==> src/rtl/psrg_cfg.svh <==
/*
  Offsets, field positions, reset values and timing counts of the profile
  select and reset gating block. Assumes a 250 MHz system clock.
*/
`ifndef PSRG_CFG_SVH
`define PSRG_CFG_SVH
`define PSRG_COMMON_OFS      8'h00
`define PSRG_SIGNATURE_OFS   8'h04
`define PSRG_STATUS_OFS      8'h08
`define PSRG_IRQ_STATUS_OFS  8'h0c
`define PSRG_IRQ_MASK_OFS    8'h10
`define PSRG_PROFILE_BASE    3'b001
`define PSRG_COMMON_RST      32'h00000000
`define PSRG_SIGNATURE_RST   32'h00000000
`define PSRG_DIV_RST         32'h00040101
`define PSRG_SKEW_RST        32'h00000000
`define PSRG_REF_DIV_LSB     0
`define PSRG_FB_DIV_LSB      8
`define PSRG_OUT_DIV_LSB     16
`define PSRG_FB_SKEW_LSB     16
`define PSRG_INT_FB_BIT      24
`define PSRG_COARSE_BIT      4
`define PSRG_IRQ_GAINED_BIT  0
`define PSRG_IRQ_LOST_BIT    1
`define PSRG_CLK_MHZ         250
`define PSRG_POR_TIME_NS     2000
`define PSRG_POR_CYCLES      ((`PSRG_POR_TIME_NS * `PSRG_CLK_MHZ + 999) / 1000)
`define PSRG_VCO_STEP_NS     40
`define PSRG_VCO_STEP_CYCLES ((`PSRG_VCO_STEP_NS * `PSRG_CLK_MHZ + 999) / 1000)
`define PSRG_VCO_START       8'h32
`define PSRG_VCO_LOCK        8'hc8
`endif

==> src/rtl/psrg_pkg.sv <==
/*
  Types of the profile select and reset gating block.
  Assumes psrg_cfg.svh for all numeric constants.
*/
package psrg_pkg;
  typedef enum logic [1:0] {
    psrg_st_hold    = 2'b00,
    psrg_st_acquire = 2'b01,
    psrg_st_locked  = 2'b11
  } psrg_state_type;
endpackage

==> src/rtl/psrg_top.sv <==
/*
  Profile select, reset sequencing, lock model and output gating of a clock
  generator, with an AXI4-Lite register slave and a lock interrupt.
  Assumes all pins synchronous to sys_clk and ref_clk_in well below sys_clk.
*/
// Contract
// RULE1 - Four independent profiles are stored, any one may become active.
// RULE2 - Select pins decode binary, bit 1 high, to profile 0..3.
// RULE3 - Active profile gives dividers, output skews, feedback skew, feedback choice.
// RULE4 - Common settings apply the same under every profile.
// RULE5 - Board must assert reset after changing profile select pins.
// RULE6 - Power-up makes an internal reset acting like the external one.
// RULE7 - External reset high clears dividers and drops lock.
// RULE8 - Relock time grows with how long reset was held.
// RULE9 - Oscillator starts below 100 MHz at power-on and ramps up to lock.
// RULE10 - Gate low holds outputs at inversion level; toggling resumes on gate high.
// RULE11 - Enable input high puts its bank group in high impedance.
// RULE12 - Board should drive gate or enables from lock.
// RULE13 - Board should assert reset on reference high or low time violations.
// RULE14 - External feedback mode aligns feedback rising edge with reference edge.
// RULE15 - Internal feedback path selectable per profile with its own skew.
// RULE16 - New profile settings load at reset release, not while held.
`timescale 1ns/1ps
`default_nettype none
`include "psrg_cfg.svh"
module psrg_top
  import psrg_pkg::*;
#(
  parameter int BANKS      = 4,
  parameter int POR_CYCLES = `PSRG_POR_CYCLES
) (
  input  wire logic              sys_clk,
  input  wire logic              reset,
  input  wire logic [7:0]        s_axi_awaddr,
  input  wire logic              s_axi_awvalid,
  output logic                   s_axi_awready,
  input  wire logic [31:0]       s_axi_wdata,
  input  wire logic [3:0]        s_axi_wstrb,
  input  wire logic              s_axi_wvalid,
  output logic                   s_axi_wready,
  output logic [1:0]             s_axi_bresp,
  output logic                   s_axi_bvalid,
  input  wire logic              s_axi_bready,
  input  wire logic [7:0]        s_axi_araddr,
  input  wire logic              s_axi_arvalid,
  output logic                   s_axi_arready,
  output logic [31:0]            s_axi_rdata,
  output logic [1:0]             s_axi_rresp,
  output logic                   s_axi_rvalid,
  input  wire logic              s_axi_rready,
  input  wire logic              profile_sel_bit0,
  input  wire logic              profile_sel_bit1,
  input  wire logic              ext_reset_in,
  input  wire logic              ref_clk_in,
  input  wire logic              feedback_in,
  input  wire logic              output_static_gate,
  input  wire logic              bank_group_x_enable_n,
  input  wire logic              bank_group_y_enable_n,
  output logic                   lock,
  output logic [1:0]             active_profile,
  output logic [BANKS-1:0]       bank_out,
  output logic [BANKS-1:0]       bank_oe_n,
  output logic                   irq
);
  // ------------------------------------------------------------------
  // Register file and bus slave
  // ------------------------------------------------------------------
  logic [31:0] common, signature, irq_status, irq_mask;
  logic [31:0] prof_div [4];
  logic [31:0] prof_skew [4];
  logic        aw_held, w_held;
  logic [7:0]  aw_addr;
  logic [31:0] w_data;
  logic [3:0]  w_strb;
  logic [31:0] next_common, next_signature, next_irq_status, next_irq_mask;
  logic [31:0] next_prof_div [4];
  logic [31:0] next_prof_skew [4];
  logic        next_aw_held, next_w_held, next_bvalid, next_rvalid;
  logic [7:0]  next_aw_addr;
  logic [31:0] next_w_data, next_rdata;
  logic [3:0]  next_w_strb;
  logic [1:0]  next_bresp, next_rresp;
  logic        ev_gained, ev_lost;
  psrg_state_type state;

  function automatic logic [31:0] merge(input logic [31:0] old, input logic [31:0] nw, input logic [3:0] st);
    logic [31:0] r;
    r = old;
    for (int i = 0; i < 4; i++) begin
      if (st[i]) begin
        r[i*8 +: 8] = nw[i*8 +: 8];
      end
    end
    return r;
  endfunction

  assign s_axi_awready = !aw_held && !s_axi_bvalid;
  assign s_axi_wready  = !w_held && !s_axi_bvalid;
  assign s_axi_arready = !s_axi_rvalid;
  assign irq           = |(irq_status & irq_mask);

  always_comb begin
    logic        do_wr;
    logic        prof_hit;
    logic [31:0] clr;
    do_wr = aw_held && w_held && !s_axi_bvalid;
    prof_hit = aw_addr[7:5] == `PSRG_PROFILE_BASE;
    clr = 32'h0;
    next_aw_held = aw_held;
    next_aw_addr = aw_addr;
    next_w_held = w_held;
    next_w_data = w_data;
    next_w_strb = w_strb;
    next_bvalid = s_axi_bvalid && !s_axi_bready;
    next_bresp = s_axi_bresp;
    next_common = common;
    next_signature = signature;
    next_irq_mask = irq_mask;
    next_prof_div = prof_div;
    next_prof_skew = prof_skew;
    if (s_axi_awvalid && s_axi_awready) begin
      next_aw_held = 1'b1;
      next_aw_addr = s_axi_awaddr;
    end
    if (s_axi_wvalid && s_axi_wready) begin
      next_w_held = 1'b1;
      next_w_data = s_axi_wdata;
      next_w_strb = s_axi_wstrb;
    end
    if (do_wr) begin
      next_aw_held = 1'b0;
      next_w_held = 1'b0;
      next_bvalid = 1'b1;
      next_bresp = 2'b00;
      if (prof_hit && !aw_addr[2]) begin
        next_prof_div[aw_addr[4:3]] = merge(prof_div[aw_addr[4:3]], w_data, w_strb); // RULE1
      end else if (prof_hit) begin
        next_prof_skew[aw_addr[4:3]] = merge(prof_skew[aw_addr[4:3]], w_data, w_strb); // RULE1
      end else begin
        case (aw_addr)
          `PSRG_COMMON_OFS:     next_common = merge(common, w_data, w_strb); // RULE4
          `PSRG_SIGNATURE_OFS:  next_signature = merge(signature, w_data, w_strb); // RULE4
          `PSRG_IRQ_STATUS_OFS: clr = merge(32'h0, w_data, w_strb);
          `PSRG_IRQ_MASK_OFS:   next_irq_mask = merge(irq_mask, w_data, w_strb);
          `PSRG_STATUS_OFS:     next_bresp = 2'b00;
          default:              next_bresp = 2'b10;
        endcase
      end
    end
    // Set wins over a clear in the same cycle
    next_irq_status = irq_status & ~clr;
    next_irq_status[`PSRG_IRQ_GAINED_BIT] = next_irq_status[`PSRG_IRQ_GAINED_BIT] | ev_gained;
    next_irq_status[`PSRG_IRQ_LOST_BIT] = next_irq_status[`PSRG_IRQ_LOST_BIT] | ev_lost;
  end

  always_comb begin
    next_rvalid = s_axi_rvalid && !s_axi_rready;
    next_rdata = s_axi_rdata;
    next_rresp = s_axi_rresp;
    if (s_axi_arvalid && s_axi_arready) begin
      next_rvalid = 1'b1;
      next_rresp = 2'b00;
      next_rdata = 32'h0;
      if (s_axi_araddr[7:5] == `PSRG_PROFILE_BASE) begin
        next_rdata = s_axi_araddr[2] ? prof_skew[s_axi_araddr[4:3]] : prof_div[s_axi_araddr[4:3]];
      end else begin
        case (s_axi_araddr)
          `PSRG_COMMON_OFS:     next_rdata = common;
          `PSRG_SIGNATURE_OFS:  next_rdata = signature;
          `PSRG_STATUS_OFS:     next_rdata = {28'h0, state == psrg_st_hold, active_profile, lock};
          `PSRG_IRQ_STATUS_OFS: next_rdata = irq_status;
          `PSRG_IRQ_MASK_OFS:   next_rdata = irq_mask;
          default:              next_rresp = 2'b10;
        endcase
      end
    end
  end

  always_ff @(posedge sys_clk or posedge reset) begin
    if (reset) begin
      common <= `PSRG_COMMON_RST;
      signature <= `PSRG_SIGNATURE_RST;
      irq_status <= 32'h0;
      irq_mask <= 32'h0;
      for (int p = 0; p < 4; p++) begin
        prof_div[p] <= `PSRG_DIV_RST;
        prof_skew[p] <= `PSRG_SKEW_RST;
      end
      aw_held <= 1'b0;
      aw_addr <= 8'h00;
      w_held <= 1'b0;
      w_data <= 32'h0;
      w_strb <= 4'h0;
      s_axi_bvalid <= 1'b0;
      s_axi_bresp <= 2'b00;
      s_axi_rvalid <= 1'b0;
      s_axi_rdata <= 32'h0;
      s_axi_rresp <= 2'b00;
    end else begin
      common <= next_common;
      signature <= next_signature;
      irq_status <= next_irq_status;
      irq_mask <= next_irq_mask;
      prof_div <= next_prof_div;
      prof_skew <= next_prof_skew;
      aw_held <= next_aw_held;
      aw_addr <= next_aw_addr;
      w_held <= next_w_held;
      w_data <= next_w_data;
      w_strb <= next_w_strb;
      s_axi_bvalid <= next_bvalid;
      s_axi_bresp <= next_bresp;
      s_axi_rvalid <= next_rvalid;
      s_axi_rdata <= next_rdata;
      s_axi_rresp <= next_rresp;
    end
  end

  // ------------------------------------------------------------------
  // Reset sequencer and lock model
  // ------------------------------------------------------------------
  logic [31:0] por_cnt, next_por_cnt;
  logic [7:0]  vco, next_vco, step_cnt, next_step_cnt;
  logic [31:0] act_div, act_skew, next_act_div, next_act_skew;
  logic [1:0]  next_active_profile;
  logic        aligned;
  psrg_state_type next_state;

  always_comb begin
    logic step;
    logic [1:0] sel;
    step = step_cnt == 8'h00;
    sel = {profile_sel_bit1, profile_sel_bit0}; // RULE2
    next_step_cnt = step ? 8'((`PSRG_VCO_STEP_CYCLES) - 1) : step_cnt - 8'h01;
    next_por_cnt = (por_cnt != 32'h0) ? por_cnt - 32'h1 : por_cnt; // RULE6
    next_vco = vco;
    next_state = state;
    next_act_div = act_div;
    next_act_skew = act_skew;
    next_active_profile = active_profile;
    ev_gained = 1'b0;
    ev_lost = 1'b0;
    case (state)
      psrg_st_hold: begin
        // Oscillator sags while held, so a long reset means a long relock
        if (step && vco != 8'h00) begin
          next_vco = vco - 8'h01; // RULE8
        end
        if (!ext_reset_in && por_cnt == 32'h0) begin
          next_act_div = prof_div[sel]; // RULE16 RULE3
          next_act_skew = prof_skew[sel]; // RULE16 RULE3
          next_active_profile = sel; // RULE1
          next_state = psrg_st_acquire;
        end
      end
      psrg_st_acquire: begin
        if (step && vco < `PSRG_VCO_LOCK) begin
          next_vco = vco + 8'h01; // RULE9
        end
        if (vco == `PSRG_VCO_LOCK && aligned) begin
          next_state = psrg_st_locked;
          ev_gained = 1'b1;
        end
      end
      psrg_st_locked: begin
        if (!aligned) begin
          next_state = psrg_st_acquire;
          ev_lost = 1'b1;
        end
      end
      default: next_state = psrg_st_hold;
    endcase
    if (ext_reset_in) begin
      next_state = psrg_st_hold; // RULE7
      ev_lost = state == psrg_st_locked;
    end
  end

  assign lock = state == psrg_st_locked; // RULE7

  always_ff @(posedge sys_clk or posedge reset) begin
    if (reset) begin
      state <= psrg_st_hold;
      por_cnt <= 32'(POR_CYCLES);
      vco <= `PSRG_VCO_START; // RULE9
      step_cnt <= 8'h00;
      act_div <= `PSRG_DIV_RST;
      act_skew <= `PSRG_SKEW_RST;
      active_profile <= 2'b00;
    end else begin
      state <= next_state;
      por_cnt <= next_por_cnt;
      vco <= next_vco;
      step_cnt <= next_step_cnt;
      act_div <= next_act_div;
      act_skew <= next_act_skew;
      active_profile <= next_active_profile;
    end
  end

  // ------------------------------------------------------------------
  // Dividers, phase detector and output gating
  // ------------------------------------------------------------------
  logic [6:0]       ref_cnt, fb_cnt, out_cnt, next_ref_cnt, next_fb_cnt, next_out_cnt;
  logic             ref_q, fb_q, next_aligned;
  logic [BANKS-1:0] tog, next_tog, next_bank_out, next_bank_oe_n;

  function automatic logic [6:0] lim(input logic [6:0] d);
    return (d == 7'h00) ? 7'h00 : d - 7'h01;
  endfunction

  always_comb begin
    logic       re, pfd, fb_edge, hold, coarse;
    logic [6:0] skw;
    skw = 7'h00;
    fb_edge = 1'b0;
    re = ref_clk_in && !ref_q;
    hold = state == psrg_st_hold;
    coarse = common[`PSRG_COARSE_BIT];
    pfd = re && ref_cnt == 7'h00;
    if (act_skew[`PSRG_INT_FB_BIT]) begin
      // Skew at or above the feedback divide never aligns and stays unlocked
      fb_edge = re && fb_cnt == {3'h0, act_skew[`PSRG_FB_SKEW_LSB +: 4]} << coarse; // RULE15
    end else begin
      fb_edge = feedback_in && !fb_q; // RULE14
    end
    next_ref_cnt = ref_cnt;
    next_fb_cnt = fb_cnt;
    next_out_cnt = out_cnt;
    next_aligned = aligned;
    next_tog = tog;
    if (hold) begin
      next_ref_cnt = 7'h00; // RULE7
      next_fb_cnt = 7'h00; // RULE7
      next_out_cnt = 7'h00; // RULE7
      next_tog = '0; // RULE7
      next_aligned = 1'b0;
    end else begin
      if (re) begin
        next_ref_cnt = (ref_cnt >= lim({1'b0, act_div[`PSRG_REF_DIV_LSB +: 6]})) ? 7'h00 : ref_cnt + 7'h01;
        next_out_cnt = (out_cnt >= lim(act_div[`PSRG_OUT_DIV_LSB +: 7])) ? 7'h00 : out_cnt + 7'h01;
        // Feedback divider slips one edge when the reference leads
        if (!(pfd && !fb_edge)) begin
          next_fb_cnt = (fb_cnt >= lim({1'b0, act_div[`PSRG_FB_DIV_LSB +: 6]})) ? 7'h00 : fb_cnt + 7'h01; // RULE14
        end
        for (int i = 0; i < BANKS; i++) begin
          skw = {3'h0, act_skew[i*4 +: 4]} << coarse;
          if (out_cnt == skw) begin
            next_tog[i] = !tog[i]; // RULE3
          end
        end
      end
      if (pfd) begin
        next_aligned = fb_edge; // RULE14
      end
    end
    for (int i = 0; i < BANKS; i++) begin
      next_bank_out[i] = output_static_gate ? (tog[i] ^ common[i]) : common[i]; // RULE10 RULE4
      next_bank_oe_n[i] = (i < BANKS / 2) ? bank_group_x_enable_n : bank_group_y_enable_n; // RULE11
    end
  end

  always_ff @(posedge sys_clk or posedge reset) begin
    if (reset) begin
      ref_cnt <= 7'h00;
      fb_cnt <= 7'h00;
      out_cnt <= 7'h00;
      ref_q <= 1'b0;
      fb_q <= 1'b0;
      aligned <= 1'b0;
      tog <= '0;
      bank_out <= '0;
      bank_oe_n <= '1;
    end else begin
      ref_cnt <= next_ref_cnt;
      fb_cnt <= next_fb_cnt;
      out_cnt <= next_out_cnt;
      ref_q <= ref_clk_in;
      fb_q <= feedback_in;
      aligned <= next_aligned;
      tog <= next_tog;
      bank_out <= next_bank_out;
      bank_oe_n <= next_bank_oe_n;
    end
  end
endmodule // psrg_top
`default_nettype wire

==> config.mk <==
export PLATFORM = sky130hd
export DESIGN_NAME = psrg_top
export DESIGN_NICKNAME = d
export VERILOG_FILES = /design/src/rtl/psrg_pkg.sv /design/src/rtl/psrg_top.sv
export VERILOG_INCLUDE_DIRS = /design/src /design/src/rtl
export SDC_FILE = /design/constraint.sdc
export NUM_CORES = 1
export LEC_CHECK = 0
export ABC_CLOCK_PERIOD_IN_PS = 34500
export BUFFER_PORTS_ARGS = -buffer_cell sky130_fd_sc_hd__buf_4
export CAP_MARGIN = 10
export CORE_ASPECT_RATIO = 1.1
export CORE_MARGIN = 3
export CORE_UTILIZATION = 25
export DETAILED_ROUTE_END_ITERATION = 8
export GPL_ROUTABILITY_DRIVEN = 0
export GPL_TIMING_DRIVEN = 0
export PLACE_DENSITY = 0.4
export SYNTH_ARGS = -nofsm -noshare
export SYNTH_HDL_FRONTEND = slang
export SYNTH_SLANG_ARGS = --single-unit
==> constraint.sdc <==
create_clock -name sys_clk -period 34.5 [get_ports sys_clk]
set_input_delay 6.9 -clock sys_clk [delete_from_list [all_inputs] [get_ports sys_clk]]
set_output_delay 6.9 -clock sys_clk [all_outputs]
set_load 0.05 [all_outputs]
==> flow_summary_export.csv <==
group,metric,value,unit
run_status,status,"completed",
placed_design,port_buffers,113,
global_routing,grt_pass1_vias,22818,
worst_setup_path,crit_path_max_incr_delay,0.98,ns
clock_tree,cts_tree,"done",
floorplan,die_x,335,um
placed_design,pre_cts_ws,24.05,ns
synthesis,synth_top_flop_cell,"dfrtp_1",
pwr,power,2.81,mW
worst_hold_path,hp-class,"flop to flop",
synthesis,synthTopCellsByArea,"dfrtp_1, mux4_2, mux2_2",
drt,drt-initial-drc-count,1791,
timing,finalSetupViolations,0,
global_routing,globalRouteTotalUtil,17.4,%
worst_setup_path,slowest_stage,"buf_1",
timing,fmax,0.102,GHz
worst_setup_path,reg2regPathDepth,6,
clock_tree,clock_sinks,592,
layout,mostFrequentLayoutCell,"dfrtp_1",
timing,final_max_slew_viol_count,0,
drt,dr.pass1.iters,5,
synthesis,synth_top_area_share,47.6,%
timing,period_needed,9.82,ns
global_routing,overflow,0,
placed_design,dp_hpwl,77300,um
pwr,peakVddDrop,0.0325,mV
clock_tree,insertion_delay,0.66,ns
worst_hold_path,hold_end,"por_cnt[30]$_DFFE_PP0P_",
pwr,powerDensity,79.8,nW/um^2
timing,holdWs,0.484,ns
clock_tree,cts_max_path_buffers,3,
timing,slew_headroom,14.7,%
worst_setup_path,r2r_setup_slack,30.92,ns
worst_hold_path,min_from,"por_cnt[30]$_DFFE_PP0P_",
layout,area.growth.synth_to_final,18.2,%
clock_tree,htree_num_levels,3,
floorplan,die_h,368,um
flow_run,maxCapViolCount,0,
layout,stdcell_area,35200,um^2
synthesis,synth.ff_latch_count,592,
pwr,leakage,15.2,nW
drt,wl_per_cell,24.9,um
timing,worstMarginPinSlew,1.27,ns
placed_design,dp.cells,4180,
placed_design,dpl_cell_area,32700,um^2
clock_tree,cts-resized-gates,0,
floorplan,initial_core_util,25.3,%
synthesis,synthArstFlopShare,100,%
worst_setup_path,start_kind,"primary input",
layout,final_util,29.8,%
synthesis,syn_avg_cell_area,11.8,um^2
clock_tree,path_clk_slew,0.05,ns
worst_setup_path,crit_fanout,10,
synthesis,synth.distinct_cells,57,
drt,vias,22161,
synthesis,synth_area,29800,um^2
layout,drive_gt1_share,22.7,%
floorplan,row_count,132,
synthesis,ys_seq_area_share,49.8,%
drt,finalWirelength,108000,um
timing,fin_ws,24.68,ns
timing,timing_hold_violations_final,0,
drt,vias_per_cell,5.13,
global_routing,grt_max_degree,123,
synthesis,yosys.area.top_type,"dfrtp_1",
worst_setup_path,required,35.05,ns
drt,remaining_drc_errors,0,
synthesis,synthCells,2517,
synthesis,synth_enable_flop_cells,0,
worst_setup_path,end_kind,"flop",
synthesis,yosysWarningCount,0,
layout,final_cell_count_no_fill,4317,
floorplan,io_pins,120,
worst_setup_path,r2r-end,"signature[4]$_DFFE_PP0P_",
worst_setup_path,rr_startpoint,"s_axi_bvalid$_DFF_PP0_",
layout,final_nets,2823,
global_routing,grt_antenna_before_repair,1,
timing,post-route-period-util,28.5,%
timing,fin_tns_setup,0,ns
timing,finClkSkew,0.0353,ns
worst_hold_path,hold_depth,1,
floorplan,dieArea,123000,um^2
layout,final_cell_mix,"dfrtp_1, nor2_1, nand2_1",
worst_setup_path,path_class,"primary input to flop",
clock_tree,post-cts-setup-buffers,0,
clock_tree,numCtsBuffers,76,
floorplan,core,118000,um^2
timing,rsz0062_at_grt,"no",
worst_setup_path,critPathArrivalTime,10.37,ns
drt,ant_nets,0,
clock_tree,cts_hold_buffers,0,
worst_setup_path,worstPathCellList,"clkbuf_1 > buf_1 > and3_1 > clkbuf_1 > buf_1 > a22oi_1 > a31oi_1",
clock_tree,root_buffer,"clkbuf_16",
global_routing,grt_pass1_wl,159000,um
==> worst max-delay path by stage <==
stage | end | from | cells after the start
2_1_floorplan | act_div[10]$_DFFE_PP0P_ | reset | 1
3_3_place_gp | bank_out[2]$_DFF_PP0_ | reset | 2
3_5_place_dp | s_axi_rdata[9]$_DFFE_PP0P_ | s_axi_araddr[3] | 7
4_1_cts | s_axi_rdata[9]$_DFFE_PP0P_ | s_axi_araddr[3] | 7
5_1_grt | s_axi_rdata[12]$_DFFE_PP0P_ | s_axi_araddr[3] | 7
6_report | s_axi_rdata[9]$_DFFE_PP0P_ | s_axi_araddr[3] | 7
==> final cells by class <==
class	count	area, um^2
multi-input combinational	1735	14200
fill	12062	82700
timing repair buffer	121	1010
clock buffer	112	2200
sequential	592	14800
clock inverter	23	240
inverter	35	139
tap	1541	1930
antenna	1	2.50
buffer	157	643
==> worst max-delay path, delay by kind of cell <==
kind	cells	cell delay, ns
buffers and inverters	4	2.76
AOI/OAI and AO/OA	2	0.37
and+or+nand+nor	1	0.32
==> flip-flops by register name (all words and copies together), names as in the netlist, 8 cells and up <==
register	cells
irq_status	32
signature	32
step_cnt	8
prof_skew	128
s_axi_rdata	32
act_skew	21
prof_div	128
vco	8
aw_addr	8
w_data	32
act_div	19
common	32
por_cnt	32
irq_mask	32
==> power breakdown <==
| part | leakage, nW | internal (mW) | switching (mW) |
|---|---|---|---|
| clock | 1.20 | 0.465 | 0.324 |
| sequential | 7.87 | 0.881 | 0.237 |
| combinational | 6.12 | 0.406 | 0.496 |
| total | 15.2 | 1.75 | 1.06 |
==> cell families (layout without fill, tap and decap cells) <==
group | Yosys count | count (layout) | share of synthesized area (%)
AOI/OAI and AO/OA | 513 | 513 | 10.4
xor gates and xnor gates | 81 | 81 | 2.38
adders and majority gates | 38 | 38 | 1.62
buffers and inverters | 192 | 448 | 2.60
DFF | 592 | 592 | 49.8
muxes | 457 | 457 | 23.7
other | 2 | 5 | 0.0252
and+or+nand+nor | 642 | 642 | 9.39
==> synth_stat cells (4+ instances only) <==
cell	number
dfrtp_1	566
nor2_1	269
nand2_1	210
mux4_2	168
a21oi_1	159
o21ai_0	154
mux2_2	145
clkbuf_1	115
mux2i_1	104
xnor2_1	48
a22oi_1	44
a221oi_1	43
mux2_4	40
ha_1	37
nand3_1	36
a31oi_1	35
inv_1	34
xor2_1	33
buf_1	32
a21boi_0	30
dfstp_2	26
nor3_1	23
nand2b_1	19
nor4_1	18
a21o_1	11
nor3b_1	9
a22o_1	8
and2_1	8
and3_1	8
nand3b_1	8
nor2b_1	8
or3_1	7
or4_1	7
o211ai_1	6
buf_6	5
o221ai_1	5
buf_4	4
==> metal layers <==
layer / vias to the layer above / share of wire, % / track usage [%]
met2: 789 / 48 / 28.4
met1: 11542 / 41 / 22.3
met4: 0 / 5.0 / 8.38
li1: 9653 / - / -
met3: 177 / 5.6 / 3.13
met5: - / 0 / 0
Note: power is estimated with default switching activity, not from simulation.
